<file path="src/shared/ppm_pkg.sv">
// ppm_pkg: register map, field positions, reset values and selector codes of the port pin mux
// assumes a 32-bit AXI4-Lite register bus; printed offsets are word indices
package ppm_pkg;

    // ****************************************
    // register indices and byte addresses
    // ****************************************
    localparam logic [7:0] PPM_IDX_FUNC_B = 8'h11;    // pin_function_ctrl_b
    localparam logic [7:0] PPM_IDX_OVR_C = 8'h12;     // pin_override_ctrl_c
    localparam logic [7:0] PPM_IDX_TEST = 8'h35;      // test_control_register
    localparam logic [7:0] PPM_IDX_STATUS = 8'h40;    // pin status readback
    localparam logic [9:0] PPM_ADDR_FUNC_B = {PPM_IDX_FUNC_B, 2'b00};
    localparam logic [9:0] PPM_ADDR_OVR_C = {PPM_IDX_OVR_C, 2'b00};
    localparam logic [9:0] PPM_ADDR_TEST = {PPM_IDX_TEST, 2'b00};
    localparam logic [9:0] PPM_ADDR_STATUS = {PPM_IDX_STATUS, 2'b00};

    // ****************************************
    // field positions
    // ****************************************
    localparam int PPM_CLK_INV_BIT = 0;
    localparam int PPM_CLK_SEL_LO = 1;
    localparam int PPM_SDO_INV_BIT = 4;
    localparam int PPM_SDO_SEL_LO = 5;
    localparam int PPM_AUX_INV_BIT = 0;
    localparam int PPM_AUX_SEL_LO = 1;
    localparam int PPM_RES_LO = 3;
    localparam int PPM_SEP_RX_BIT = 6;
    localparam int PPM_SEPARATE_SERIAL_OUTPUT_BIT = 7;
    localparam int PPM_TEST_SEL_LO = 4;

    // ****************************************
    // reset values
    // ****************************************
    localparam logic [7:0] PPM_RST_FUNC_B = 8'h06;
    localparam logic [7:0] PPM_RST_OVR_C = 8'h00;
    localparam logic [7:0] PPM_RST_TEST = 8'h00;
    localparam logic [7:0] PPM_OVR_C_WMASK = 8'hc7;   // reserved bits stored as zero

    // ****************************************
    // selector codes
    // ****************************************
    typedef enum logic [2:0] {
        PPM_CLK_HIZ = 3'h0,
        PPM_CLK_ZERO = 3'h1,
        PPM_CLK_RXCLK = 3'h2,
        PPM_CLK_GEN = 3'h3,
        PPM_CLK_PLLFB = 3'h4,
        PPM_CLK_POLL = 3'h5,
        PPM_CLK_TEST3 = 3'h6,
        PPM_CLK_TEST4 = 3'h7
    } ppm_clk_sel_t;

    typedef enum logic [2:0] {
        PPM_SDO_HIZ = 3'h0,
        PPM_SDO_ZERO = 3'h1,
        PPM_SDO_RES2 = 3'h2,
        PPM_SDO_RXRDY = 3'h3,
        PPM_SDO_REFRDY = 3'h4,
        PPM_SDO_LORDY = 3'h5,
        PPM_SDO_RXRDY2 = 3'h6,
        PPM_SDO_RES7 = 3'h7
    } ppm_sdo_sel_t;

    typedef enum logic [1:0] {
        PPM_AUX_HIZ = 2'h0,
        PPM_AUX_LOW = 2'h1,
        PPM_AUX_RXM = 2'h2,
        PPM_AUX_RXM2 = 2'h3
    } ppm_aux_sel_t;

    // ****************************************
    // carriers
    // ****************************************
    // internal signals offered to the pins
    typedef struct packed {
        logic rx_clk;
        logic rx_data;
        logic rx_active;
        logic rx_mode_n;
        logic gen_clk;
        logic pll_fb_clk;
        logic poll_clk;
        logic rx_ready;
        logic ref_clk_ready;
        logic local_osc_ready;
        logic spi_sdo;
        logic spi_sdo_oe;
        logic [7:0] test_grp3;
        logic [7:0] test_grp4;
    } ppm_sources_t;

    // one pin driven as output value plus enable
    typedef struct packed {
        logic o;
        logic oe;
    } ppm_pin_t;

    // every driven pin and serial line
    typedef struct packed {
        ppm_pin_t clock_pin;
        ppm_pin_t serial_out_pin;
        ppm_pin_t aux_pin;
        ppm_pin_t data_pin;
        logic rx_data_to_serial_line;
        logic rx_data_to_sdo;
        logic rx_clk_to_sclk;
    } ppm_pins_t;

endpackage

</file>
<file path="src/rtl/ppm_pin_drive.sv">
// ppm_pin_drive: final pin stage, polarity inversion and tri-state for one pin
// assumes drive and level come from logic on the same clock
`timescale 1ns/1ps
module ppm_pin_drive (
    // pin function
    input wire logic drive,
    input wire logic level,
    input wire logic invert,
    // pin result
    output ppm_pkg::ppm_pin_t pin
);
    // inversion applies only to a driven level
    always_comb begin
        pin.oe = drive;
        pin.o = drive ? (level ^ invert) : 1'b0;
    end
endmodule // ppm_pin_drive

</file>
<file path="src/rtl/ppm_top.sv">
// ppm_top: port pin function mux with AXI4-Lite register access
// assumes internal sources are synchronous to clk; pins sampled by a host outside
//
// Function
// - clock pin selector in bits 3:1
// - clock codes: hiz, zero, gen, pllfb, poll
// - code 010 gives rx clock when enabled
// - codes 110/111 route test group signal
// - test group three source table
// - test group four source table
// - serial out pin selector code table
// - separate serial output overrides serial pin
// - separate rx output drives rx data on data pin while rx active
// - rx clock on clock pin only 010
// - invert bits flip clock and aux pins, and serial out pin while separate serial output is off
// - aux pin selector in bits 2:1
// - serial out selector 7:5, invert bit 4
// - aux codes: hiz, low, rx mode
//
// Register access over AXI4-Lite was chosen for this implementation.
`timescale 1ns/1ps
module ppm_top (
    // clock and reset
    input wire logic clk,
    input wire logic rst,
    // axi4-lite write address
    input wire logic [31:0] s_axi_awaddr,
    input wire logic s_axi_awvalid,
    output logic s_axi_awready,
    // axi4-lite write data
    input wire logic [31:0] s_axi_wdata,
    input wire logic [3:0] s_axi_wstrb,
    input wire logic s_axi_wvalid,
    output logic s_axi_wready,
    // axi4-lite write response
    output logic [1:0] s_axi_bresp,
    output logic s_axi_bvalid,
    input wire logic s_axi_bready,
    // axi4-lite read address
    input wire logic [31:0] s_axi_araddr,
    input wire logic s_axi_arvalid,
    output logic s_axi_arready,
    // axi4-lite read data
    output logic [31:0] s_axi_rdata,
    output logic [1:0] s_axi_rresp,
    output logic s_axi_rvalid,
    input wire logic s_axi_rready,
    // internal sources
    input wire ppm_pkg::ppm_sources_t src,
    // pins and serial line steering
    output ppm_pkg::ppm_pins_t pins
);

    // ****************************************
    // registers
    // ****************************************
    logic [7:0] func_b_r, func_b_nxt;
    logic [7:0] ovr_c_r, ovr_c_nxt;
    logic [7:0] test_r, test_nxt;

    // ****************************************
    // axi4-lite slave state
    // ****************************************
    logic aw_hold_r, aw_hold_nxt;
    logic w_hold_r, w_hold_nxt;
    logic [31:0] awaddr_r, awaddr_nxt;
    logic [31:0] wdata_r, wdata_nxt;
    logic [3:0] wstrb_r, wstrb_nxt;
    logic bvalid_r, bvalid_nxt;
    logic [1:0] bresp_r, bresp_nxt;
    logic rvalid_r, rvalid_nxt;
    logic [31:0] rdata_r, rdata_nxt;
    logic [1:0] rresp_r, rresp_nxt;
    logic aw_take, w_take, ar_take, do_write;
    logic [31:0] wr_addr, wr_data;
    logic [3:0] wr_strb;

    // decoded address to register index, ok low when unmapped
    function automatic logic [1:0] reg_hit(input logic [31:0] addr, output logic ok);
        logic [9:0] a;
        a = addr[9:0];
        ok = (addr[31:10] == 22'h0);
        if (a == ppm_pkg::PPM_ADDR_FUNC_B) begin
            reg_hit = 2'h0;
        end else if (a == ppm_pkg::PPM_ADDR_OVR_C) begin
            reg_hit = 2'h1;
        end else if (a == ppm_pkg::PPM_ADDR_TEST) begin
            reg_hit = 2'h2;
        end else if (a == ppm_pkg::PPM_ADDR_STATUS) begin
            reg_hit = 2'h3;
        end else begin
            reg_hit = 2'h0;
            ok = 1'b0;
        end
    endfunction

    // ****************************************
    // bus handshakes
    // ****************************************
    // address and data accepted in either order, response after both
    always_comb begin
        aw_take = s_axi_awvalid && !aw_hold_r && !bvalid_r;
        w_take = s_axi_wvalid && !w_hold_r && !bvalid_r;
        ar_take = s_axi_arvalid && !rvalid_r;
        wr_addr = aw_hold_r ? awaddr_r : s_axi_awaddr;
        wr_data = w_hold_r ? wdata_r : s_axi_wdata;
        wr_strb = w_hold_r ? wstrb_r : s_axi_wstrb;
        do_write = (aw_hold_r || aw_take) && (w_hold_r || w_take);
    end

    // write channel next state
    always_comb begin
        logic ok;
        logic [1:0] idx;
        ok = 1'b0;
        idx = reg_hit(wr_addr, ok);
        aw_hold_nxt = aw_hold_r;
        w_hold_nxt = w_hold_r;
        awaddr_nxt = awaddr_r;
        wdata_nxt = wdata_r;
        wstrb_nxt = wstrb_r;
        bvalid_nxt = bvalid_r;
        bresp_nxt = bresp_r;
        func_b_nxt = func_b_r;
        ovr_c_nxt = ovr_c_r;
        test_nxt = test_r;
        if (aw_take) begin
            aw_hold_nxt = 1'b1;
            awaddr_nxt = s_axi_awaddr;
        end
        if (w_take) begin
            w_hold_nxt = 1'b1;
            wdata_nxt = s_axi_wdata;
            wstrb_nxt = s_axi_wstrb;
        end
        if (bvalid_r && s_axi_bready) begin
            bvalid_nxt = 1'b0;
        end
        if (do_write) begin
            aw_hold_nxt = 1'b0;
            w_hold_nxt = 1'b0;
            bvalid_nxt = 1'b1;
            bresp_nxt = ok ? 2'b00 : 2'b10;
            if (ok && wr_strb[0]) begin
                unique case (idx)
                    2'h0: func_b_nxt = wr_data[7:0];
                    2'h1: func_b_nxt = func_b_r;
                    2'h2: test_nxt = wr_data[7:0];
                    2'h3: func_b_nxt = func_b_r;      // status is read only
                endcase
                if (idx == 2'h1) begin
                    // reserved bits kept zero
                    ovr_c_nxt = wr_data[7:0] & ppm_pkg::PPM_OVR_C_WMASK;
                end
            end
        end
    end

    // read channel next state
    always_comb begin
        logic ok;
        logic [1:0] idx;
        ok = 1'b0;
        idx = reg_hit(s_axi_araddr, ok);
        rvalid_nxt = rvalid_r;
        rdata_nxt = rdata_r;
        rresp_nxt = rresp_r;
        if (rvalid_r && s_axi_rready) begin
            rvalid_nxt = 1'b0;
        end
        if (ar_take) begin
            rvalid_nxt = 1'b1;
            rresp_nxt = ok ? 2'b00 : 2'b10;
            rdata_nxt = 32'h0;
            if (ok) begin
                unique case (idx)
                    2'h0: rdata_nxt = {24'h0, func_b_r};
                    2'h1: rdata_nxt = {24'h0, ovr_c_r};
                    2'h2: rdata_nxt = {24'h0, test_r};
                    2'h3: rdata_nxt = {24'h0, pins.clock_pin.oe, pins.clock_pin.o,
                        pins.serial_out_pin.oe, pins.serial_out_pin.o,
                        pins.aux_pin.oe, pins.aux_pin.o,
                        pins.data_pin.oe, pins.data_pin.o};
                endcase
            end
        end
    end

    // bus and register flops
    always_ff @(posedge clk) begin
        if (rst) begin
            func_b_r <= ppm_pkg::PPM_RST_FUNC_B;
            ovr_c_r <= ppm_pkg::PPM_RST_OVR_C;
            test_r <= ppm_pkg::PPM_RST_TEST;
            aw_hold_r <= 1'b0;
            w_hold_r <= 1'b0;
            awaddr_r <= 32'h0;
            wdata_r <= 32'h0;
            wstrb_r <= 4'h0;
            bvalid_r <= 1'b0;
            bresp_r <= 2'b00;
            rvalid_r <= 1'b0;
            rdata_r <= 32'h0;
            rresp_r <= 2'b00;
        end else begin
            func_b_r <= func_b_nxt;
            ovr_c_r <= ovr_c_nxt;
            test_r <= test_nxt;
            aw_hold_r <= aw_hold_nxt;
            w_hold_r <= w_hold_nxt;
            awaddr_r <= awaddr_nxt;
            wdata_r <= wdata_nxt;
            wstrb_r <= wstrb_nxt;
            bvalid_r <= bvalid_nxt;
            bresp_r <= bresp_nxt;
            rvalid_r <= rvalid_nxt;
            rdata_r <= rdata_nxt;
            rresp_r <= rresp_nxt;
        end
    end

    // bus outputs straight from flops
    assign s_axi_awready = !aw_hold_r && !bvalid_r;
    assign s_axi_wready = !w_hold_r && !bvalid_r;
    assign s_axi_bvalid = bvalid_r;
    assign s_axi_bresp = bresp_r;
    assign s_axi_arready = !rvalid_r;
    assign s_axi_rvalid = rvalid_r;
    assign s_axi_rdata = rdata_r;
    assign s_axi_rresp = rresp_r;

    // ****************************************
    // pin function decode
    // ****************************************
    ppm_pkg::ppm_clk_sel_t clk_sel;
    ppm_pkg::ppm_sdo_sel_t sdo_sel;
    ppm_pkg::ppm_aux_sel_t aux_sel;
    logic [2:0] test_sel;
    logic separate_serial_output, sep_rx, rx_on;
    logic clk_drv, clk_lvl, sdo_drv, sdo_lvl, aux_drv, aux_lvl;
    ppm_pkg::ppm_pin_t clk_pin_c, sdo_pin_c, aux_pin_c;
    ppm_pkg::ppm_pins_t pins_nxt;

    // field extraction
    always_comb begin
        clk_sel = ppm_pkg::ppm_clk_sel_t'(func_b_r[ppm_pkg::PPM_CLK_SEL_LO +: 3]);
        sdo_sel = ppm_pkg::ppm_sdo_sel_t'(func_b_r[ppm_pkg::PPM_SDO_SEL_LO +: 3]);
        aux_sel = ppm_pkg::ppm_aux_sel_t'(ovr_c_r[ppm_pkg::PPM_AUX_SEL_LO +: 2]);
        test_sel = test_r[ppm_pkg::PPM_TEST_SEL_LO +: 3];
        separate_serial_output = ovr_c_r[ppm_pkg::PPM_SEPARATE_SERIAL_OUTPUT_BIT];
        sep_rx = ovr_c_r[ppm_pkg::PPM_SEP_RX_BIT];
        rx_on = src.rx_active;
    end

    // clock pin source
    always_comb begin
        clk_drv = 1'b1;
        clk_lvl = 1'b0;
        unique case (clk_sel)
            ppm_pkg::PPM_CLK_HIZ: clk_drv = 1'b0;
            ppm_pkg::PPM_CLK_ZERO: clk_lvl = 1'b0;
            ppm_pkg::PPM_CLK_RXCLK: clk_lvl = sep_rx && rx_on && src.rx_clk;
            ppm_pkg::PPM_CLK_GEN: clk_lvl = src.gen_clk;
            ppm_pkg::PPM_CLK_PLLFB: clk_lvl = src.pll_fb_clk;
            ppm_pkg::PPM_CLK_POLL: clk_lvl = src.poll_clk;
            ppm_pkg::PPM_CLK_TEST3: clk_lvl = src.test_grp3[test_sel];
            ppm_pkg::PPM_CLK_TEST4: clk_lvl = src.test_grp4[test_sel];
        endcase
    end

    // serial out pin source, separate output wins
    always_comb begin
        sdo_drv = 1'b1;
        sdo_lvl = 1'b0;
        unique case (sdo_sel)
            ppm_pkg::PPM_SDO_HIZ: sdo_drv = 1'b0;
            ppm_pkg::PPM_SDO_ZERO: sdo_lvl = 1'b0;
            ppm_pkg::PPM_SDO_RES2: sdo_lvl = 1'b0;
            ppm_pkg::PPM_SDO_RXRDY: sdo_lvl = src.rx_ready;
            ppm_pkg::PPM_SDO_REFRDY: sdo_lvl = src.ref_clk_ready;
            ppm_pkg::PPM_SDO_LORDY: sdo_lvl = src.local_osc_ready;
            ppm_pkg::PPM_SDO_RXRDY2: sdo_lvl = src.rx_ready;
            ppm_pkg::PPM_SDO_RES7: sdo_lvl = 1'b0;
        endcase
        if (separate_serial_output) begin
            sdo_drv = src.spi_sdo_oe;
            sdo_lvl = src.spi_sdo;
        end
    end

    // aux pin source
    always_comb begin
        aux_drv = 1'b1;
        aux_lvl = 1'b0;
        unique case (aux_sel)
            ppm_pkg::PPM_AUX_HIZ: aux_drv = 1'b0;
            ppm_pkg::PPM_AUX_LOW: aux_lvl = 1'b0;
            ppm_pkg::PPM_AUX_RXM, ppm_pkg::PPM_AUX_RXM2: begin
                aux_drv = !src.rx_mode_n;
                aux_lvl = 1'b0;
            end
        endcase
    end

    // pin stages with polarity inversion
    ppm_pin_drive u_clk_drive (
        .drive(clk_drv),
        .level(clk_lvl),
        .invert(func_b_r[ppm_pkg::PPM_CLK_INV_BIT]),
        .pin(clk_pin_c)
    );
    ppm_pin_drive u_sdo_drive (
        .drive(sdo_drv),
        .level(sdo_lvl),
        .invert(func_b_r[ppm_pkg::PPM_SDO_INV_BIT] && !separate_serial_output),
        .pin(sdo_pin_c)
    );
    ppm_pin_drive u_aux_drive (
        .drive(aux_drv),
        .level(aux_lvl),
        .invert(ovr_c_r[ppm_pkg::PPM_AUX_INV_BIT]),
        .pin(aux_pin_c)
    );

    // data pin override and serial line steering
    always_comb begin
        pins_nxt.clock_pin = clk_pin_c;
        pins_nxt.serial_out_pin = sdo_pin_c;
        pins_nxt.aux_pin = aux_pin_c;
        pins_nxt.data_pin.oe = sep_rx && rx_on;
        pins_nxt.data_pin.o = sep_rx && rx_on && src.rx_data;
        pins_nxt.rx_data_to_serial_line = !sep_rx && !separate_serial_output;
        pins_nxt.rx_data_to_sdo = !sep_rx && separate_serial_output;
        pins_nxt.rx_clk_to_sclk = !sep_rx;
    end

    // pin outputs registered
    always_ff @(posedge clk) begin
        if (rst) begin
            pins <= '0;
        end else begin
            pins <= pins_nxt;
        end
    end

endmodule // ppm_top

</file>
<file path="config.mk">
export PLATFORM = sky130hd
export DESIGN_NAME = ppm_top
export DESIGN_NICKNAME = d
export VERILOG_FILES = /design/src/shared/ppm_pkg.sv /design/src/rtl/ppm_pin_drive.sv /design/src/rtl/ppm_top.sv
export SDC_FILE = /design/constraint.sdc
export NUM_CORES = 1
export LEC_CHECK = 0
export BUFFER_PORTS_ARGS = -buffer_cell sky130_fd_sc_hd__buf_2
export CORE_UTILIZATION = 43
export CTS_CLUSTER_DIAMETER = 50
export CTS_CLUSTER_SIZE = 24
export DETAILED_ROUTE_END_ITERATION = 8
export PLACE_DENSITY = 0.81
export SETUP_SLACK_MARGIN = 0.2
export SLEW_MARGIN = 40
export SYNTH_ARGS = -nofsm -noshare
export SYNTH_HDL_FRONTEND = slang
export SYNTH_SLANG_ARGS = --single-unit
</file>
<file path="constraint.sdc">
create_clock -name clk -period 1.8 [get_ports clk]
set_clock_uncertainty 0.05 [all_clocks]
set_input_delay 0.18 -clock clk [delete_from_list [all_inputs] [get_ports clk]]
set_output_delay 0.18 -clock clk [all_outputs]
set_load 0.01 [all_outputs]
</file>
==> flow_summary.ini <==
[cells_and_area]
fin_util_pct = 60.01
synthToLayoutAreaGrowth_pct = 35.06
final_nets = 809
antenna_cells = 0
drive_above_1_share_pct = 38.79
fin_area_um2 = 5866

[floorplanning]
ioPinCount = 187
rows = 36
die_y_um = 102.5
initial_core_util_pct = 44.43
die_w_um = 102.5
coreArea_um2 = 9774
dieArea_um2 = 10510

[status]
status = finished, violations left
violations = negative setup slack

[grt]
grt_use_met1_pct = 27.18
grt.busiest_layer = met2
grt_max_degree = 73
grt_use_met3_pct = 4.407
grtUsageTotal_pct = 24.01
antenna_found_initial = 0
grt_pass1_wl_um = 19690
gr-total-overflow = 0
grt_use_met2_pct = 45.23
grt_pass1_vias = 4234

[cts]
cts_sinks = 87
clk_pin_slew_ps = 90
clk_latency_ps = 360
clockRootBuffer = clkbuf_8
cts_htree_levels = 3
tritoncts = yes
clockBufferDepth = 2
numCtsBuffers = 9

[synth]
synth_xor_area_share_pct = 0.2017
synth-compound-area-share_pct = 15.56
yosysWarnings = 0
yosys-mux-area-fraction_pct = 7.001
synth_edf_count = 0
avgSynthCellArea_um2 = 8.449
async_flop_share_pct = 0
yosysUniqueCellTypes = 62
ys_seq_area_share_pct = 40.10
synth_top_family_by_area = simple AND/OR/NAND/NOR gates
synth_cells = 514
yosys.area_share.simple_pct = 29.10
synth_ff_type = dfxtp_1
synthAdderAreaFrac_pct = 0
syn_area_um2 = 4343
ys_ff_latch = 87

[power]
power.share.sequential_pct = 46.4
p_sw_share_pct = 26.86
internal_power_mw = 3.291
p_clk_share_pct = 36.1
p_leak_nw = 2.356
switchingPower_mw = 1.209
powerDensity_nw_per_um2 = 767.1
power_mw = 4.499
combinationalPowerShare_pct = 17.5
vdd_drop_max_mv = 0.5116

[sta]
maxClockFrequency_mhz = 525.1
report.final.hold_viol_count = 0
setup_viol_count_final = 19
fin_crit_sh_pct = 105.8
finalSetupTns_ps = -1149
finalMaxSlewViolations = 0
rsz0062_at_grt = true
hold-worst-slack_ps = 17.42
finalWorstSetupSlack_ps = -104.4
finalCriticalPeriod_ps = 1904

[worst_setup_path]
cp_slowest_cell = nor4_1
crit_type = reg2reg
path_buf_inv = 1
critical_path.cell_chain = nor4_1 > nand4_1 > o22a_1 > buf_12 > nor4_1 > nor3_1
path_max_fanout = 16
max_stage_delay_ps = 410
end_kind = flip-flop
crit_start = awaddr_r[21]
cpMostUsedCell = nor4_1
crit_arrival_ps = 2090
start_kind = flip-flop
cp_top_family = simple AND/OR/NAND/NOR gates
critPathRequiredTime_ps = 1980
rr_startpoint = awaddr_r[21]

[drt]
ant_nets = 0
wl_um = 12700
vias = 4443
drtIter0Drc = 307
viasPerCell = 5.478
first_pass_iters = 7
wl_per_cell_um = 15.66
drc_errors = 0

[min_path]
hp-class = in2reg
hp-start = src[17]

[place]
place_area_um2 = 5271
gp_congestion = 0.8821
io_buffers = 133
place_hpwl_um = 9030

[job]
drv_cap = 0
## synthesized netlist by cell type, types with 3 or more instances
| master | n | area [µm²] |
|---|---|---|
| nor4b_1 | 5 | 43.79 |
| and2_1 | 3 | 18.77 |
| or3_1 | 4 | 25.02 |
| nor2_1 | 27 | 101.4 |
| or3b_2 | 3 | 26.28 |
| buf_2 | 6 | 30.03 |
| a221oi_1 | 3 | 26.28 |
| nand2_1 | 94 | 352.8 |
| inv_1 | 5 | 18.77 |
| a222oi_1 | 5 | 50.05 |
| nor3_1 | 22 | 110.1 |
| a211oi_1 | 3 | 22.52 |
| o21ai_0 | 19 | 95.09 |
| mux4_2 | 4 | 90.09 |
| nor4_1 | 26 | 162.7 |
| dfxtp_1 | 87 | 1742 |
| a21oi_1 | 50 | 250.2 |
| a32oi_1 | 6 | 52.55 |
| a31oi_1 | 9 | 56.30 |
| nand3b_1 | 3 | 22.52 |
| buf_1 | 3 | 11.26 |
| mux2_2 | 8 | 90.09 |
| nor3_2 | 3 | 30.03 |
| clkbuf_1 | 18 | 67.56 |
| nand3_1 | 12 | 60.06 |
| buf_4 | 26 | 195.2 |
| mux2i_1 | 11 | 110.1 |
## timing repair
item | 4_1_cts | 5_1_grt
buffers inserted | 5 | 3
endpoints found under the setup margin | 62 | 59
gates resized for setup | 29 | 31
pin swaps | 11 | 6
endpoints found under the hold margin | 3 | 0
hold buffers | 3 | 0
## registers in the layout, summed over array words and instances (netlist names), 5 cells and up
signal	flops
wdata_r	8
func_b_r	8
pins	11
test_r	8
s_axi_rdata	8
ovr_c_r	5
awaddr_r	32
## per-stage QoR
| stage | setup slack (ps) | std cells |
|---|---|---|
| after floorplan | 99.86 | 539 |
| after global placement | -68.32 | 785 |
| after detailed placement | -123.5 | 785 |
| after CTS | -11.05 | 808 |
| after global routing | -129.9 | 811 |
| final | -104.4 | 811 |
## cell families (layout without fill, tap and decap cells)
family | Yosys count | count (layout)
buffers and inverters | 60 | 199
flip-flops | 87 | 87
other | 1 | 26
XOR/XNOR | 1 | 1
AND/OR/NAND/NOR | 232 | 232
AO/OA/AOI/OAI | 109 | 109
multiplexers | 24 | 24
## area by class of cell
class,instances,area (µm²)
Sequential cell,87,1757
Multi-Input combinational cell,392,2599
Fill cell,848,3909
Clock buffer,10,127.6
Tap cell,133,166.4
Clock inverter,5,106.4
Inverter,5,18.77
Timing Repair Buffer,179,1091
## final timing paths
kind	endpoint	slack (ps)	depth (start not counted)
setup / recovery	test_r[6]	-100	6
hold / removal	pins[8]	20	3
setup reg to reg	test_r[6]	-100	6
hold reg to reg	awaddr_r[19]	410	2
## layer usage
| layer | vias to the layer above | share of wire (%) |
|---|---|---|
| met1 | 2052 | 38 |
| met3 | 26 | 7.2 |
| li1 | 2145 | - |
| met4 | 0 | 2.0 |
| met5 | - | 0 |
| met2 | 220 | 52 |
## worst reg2reg max path, delay by kind of cell, from the launching register on
family,cells,cell delay [ps]
and+or+nand+nor,4,1010
DFF,1,320
AOI/OAI and AO/OA,1,240
buffers and inverters,1,170
## power by group through the flow
stage	clock (mW)	sequential (mW)	combinational (mW)
global route	1.74	2.10	0.860
finish	1.62	2.09	0.788
global placement	0	2.12	0.691
floorplan	0	2.12	0.461
detailed placement	0	2.13	0.716
CTS	1.65	2.09	0.758
## layout by cell type (no fill, tap or decap), types with 6 or more instances in the layout
cell type	netlist	routed
buf_2	6	133
nand2_1	94	93
dfxtp_1	87	81
a21oi_1	50	47
buf_4	26	33
nor2_1	27	27
conb_1	1	26
nor3_1	22	19
nor4_1	26	17
mux2i_1	11	9
clkbuf_8	0	9
nand3_1	12	8
o21ai_1	2	8
mux2_2	8	8
a31oi_1	9	8
o21ai_0	19	7
a32oi_1	6	6
o21ai_2	0	6
buf_6	2	6
(Power assumes the default switching activity.)
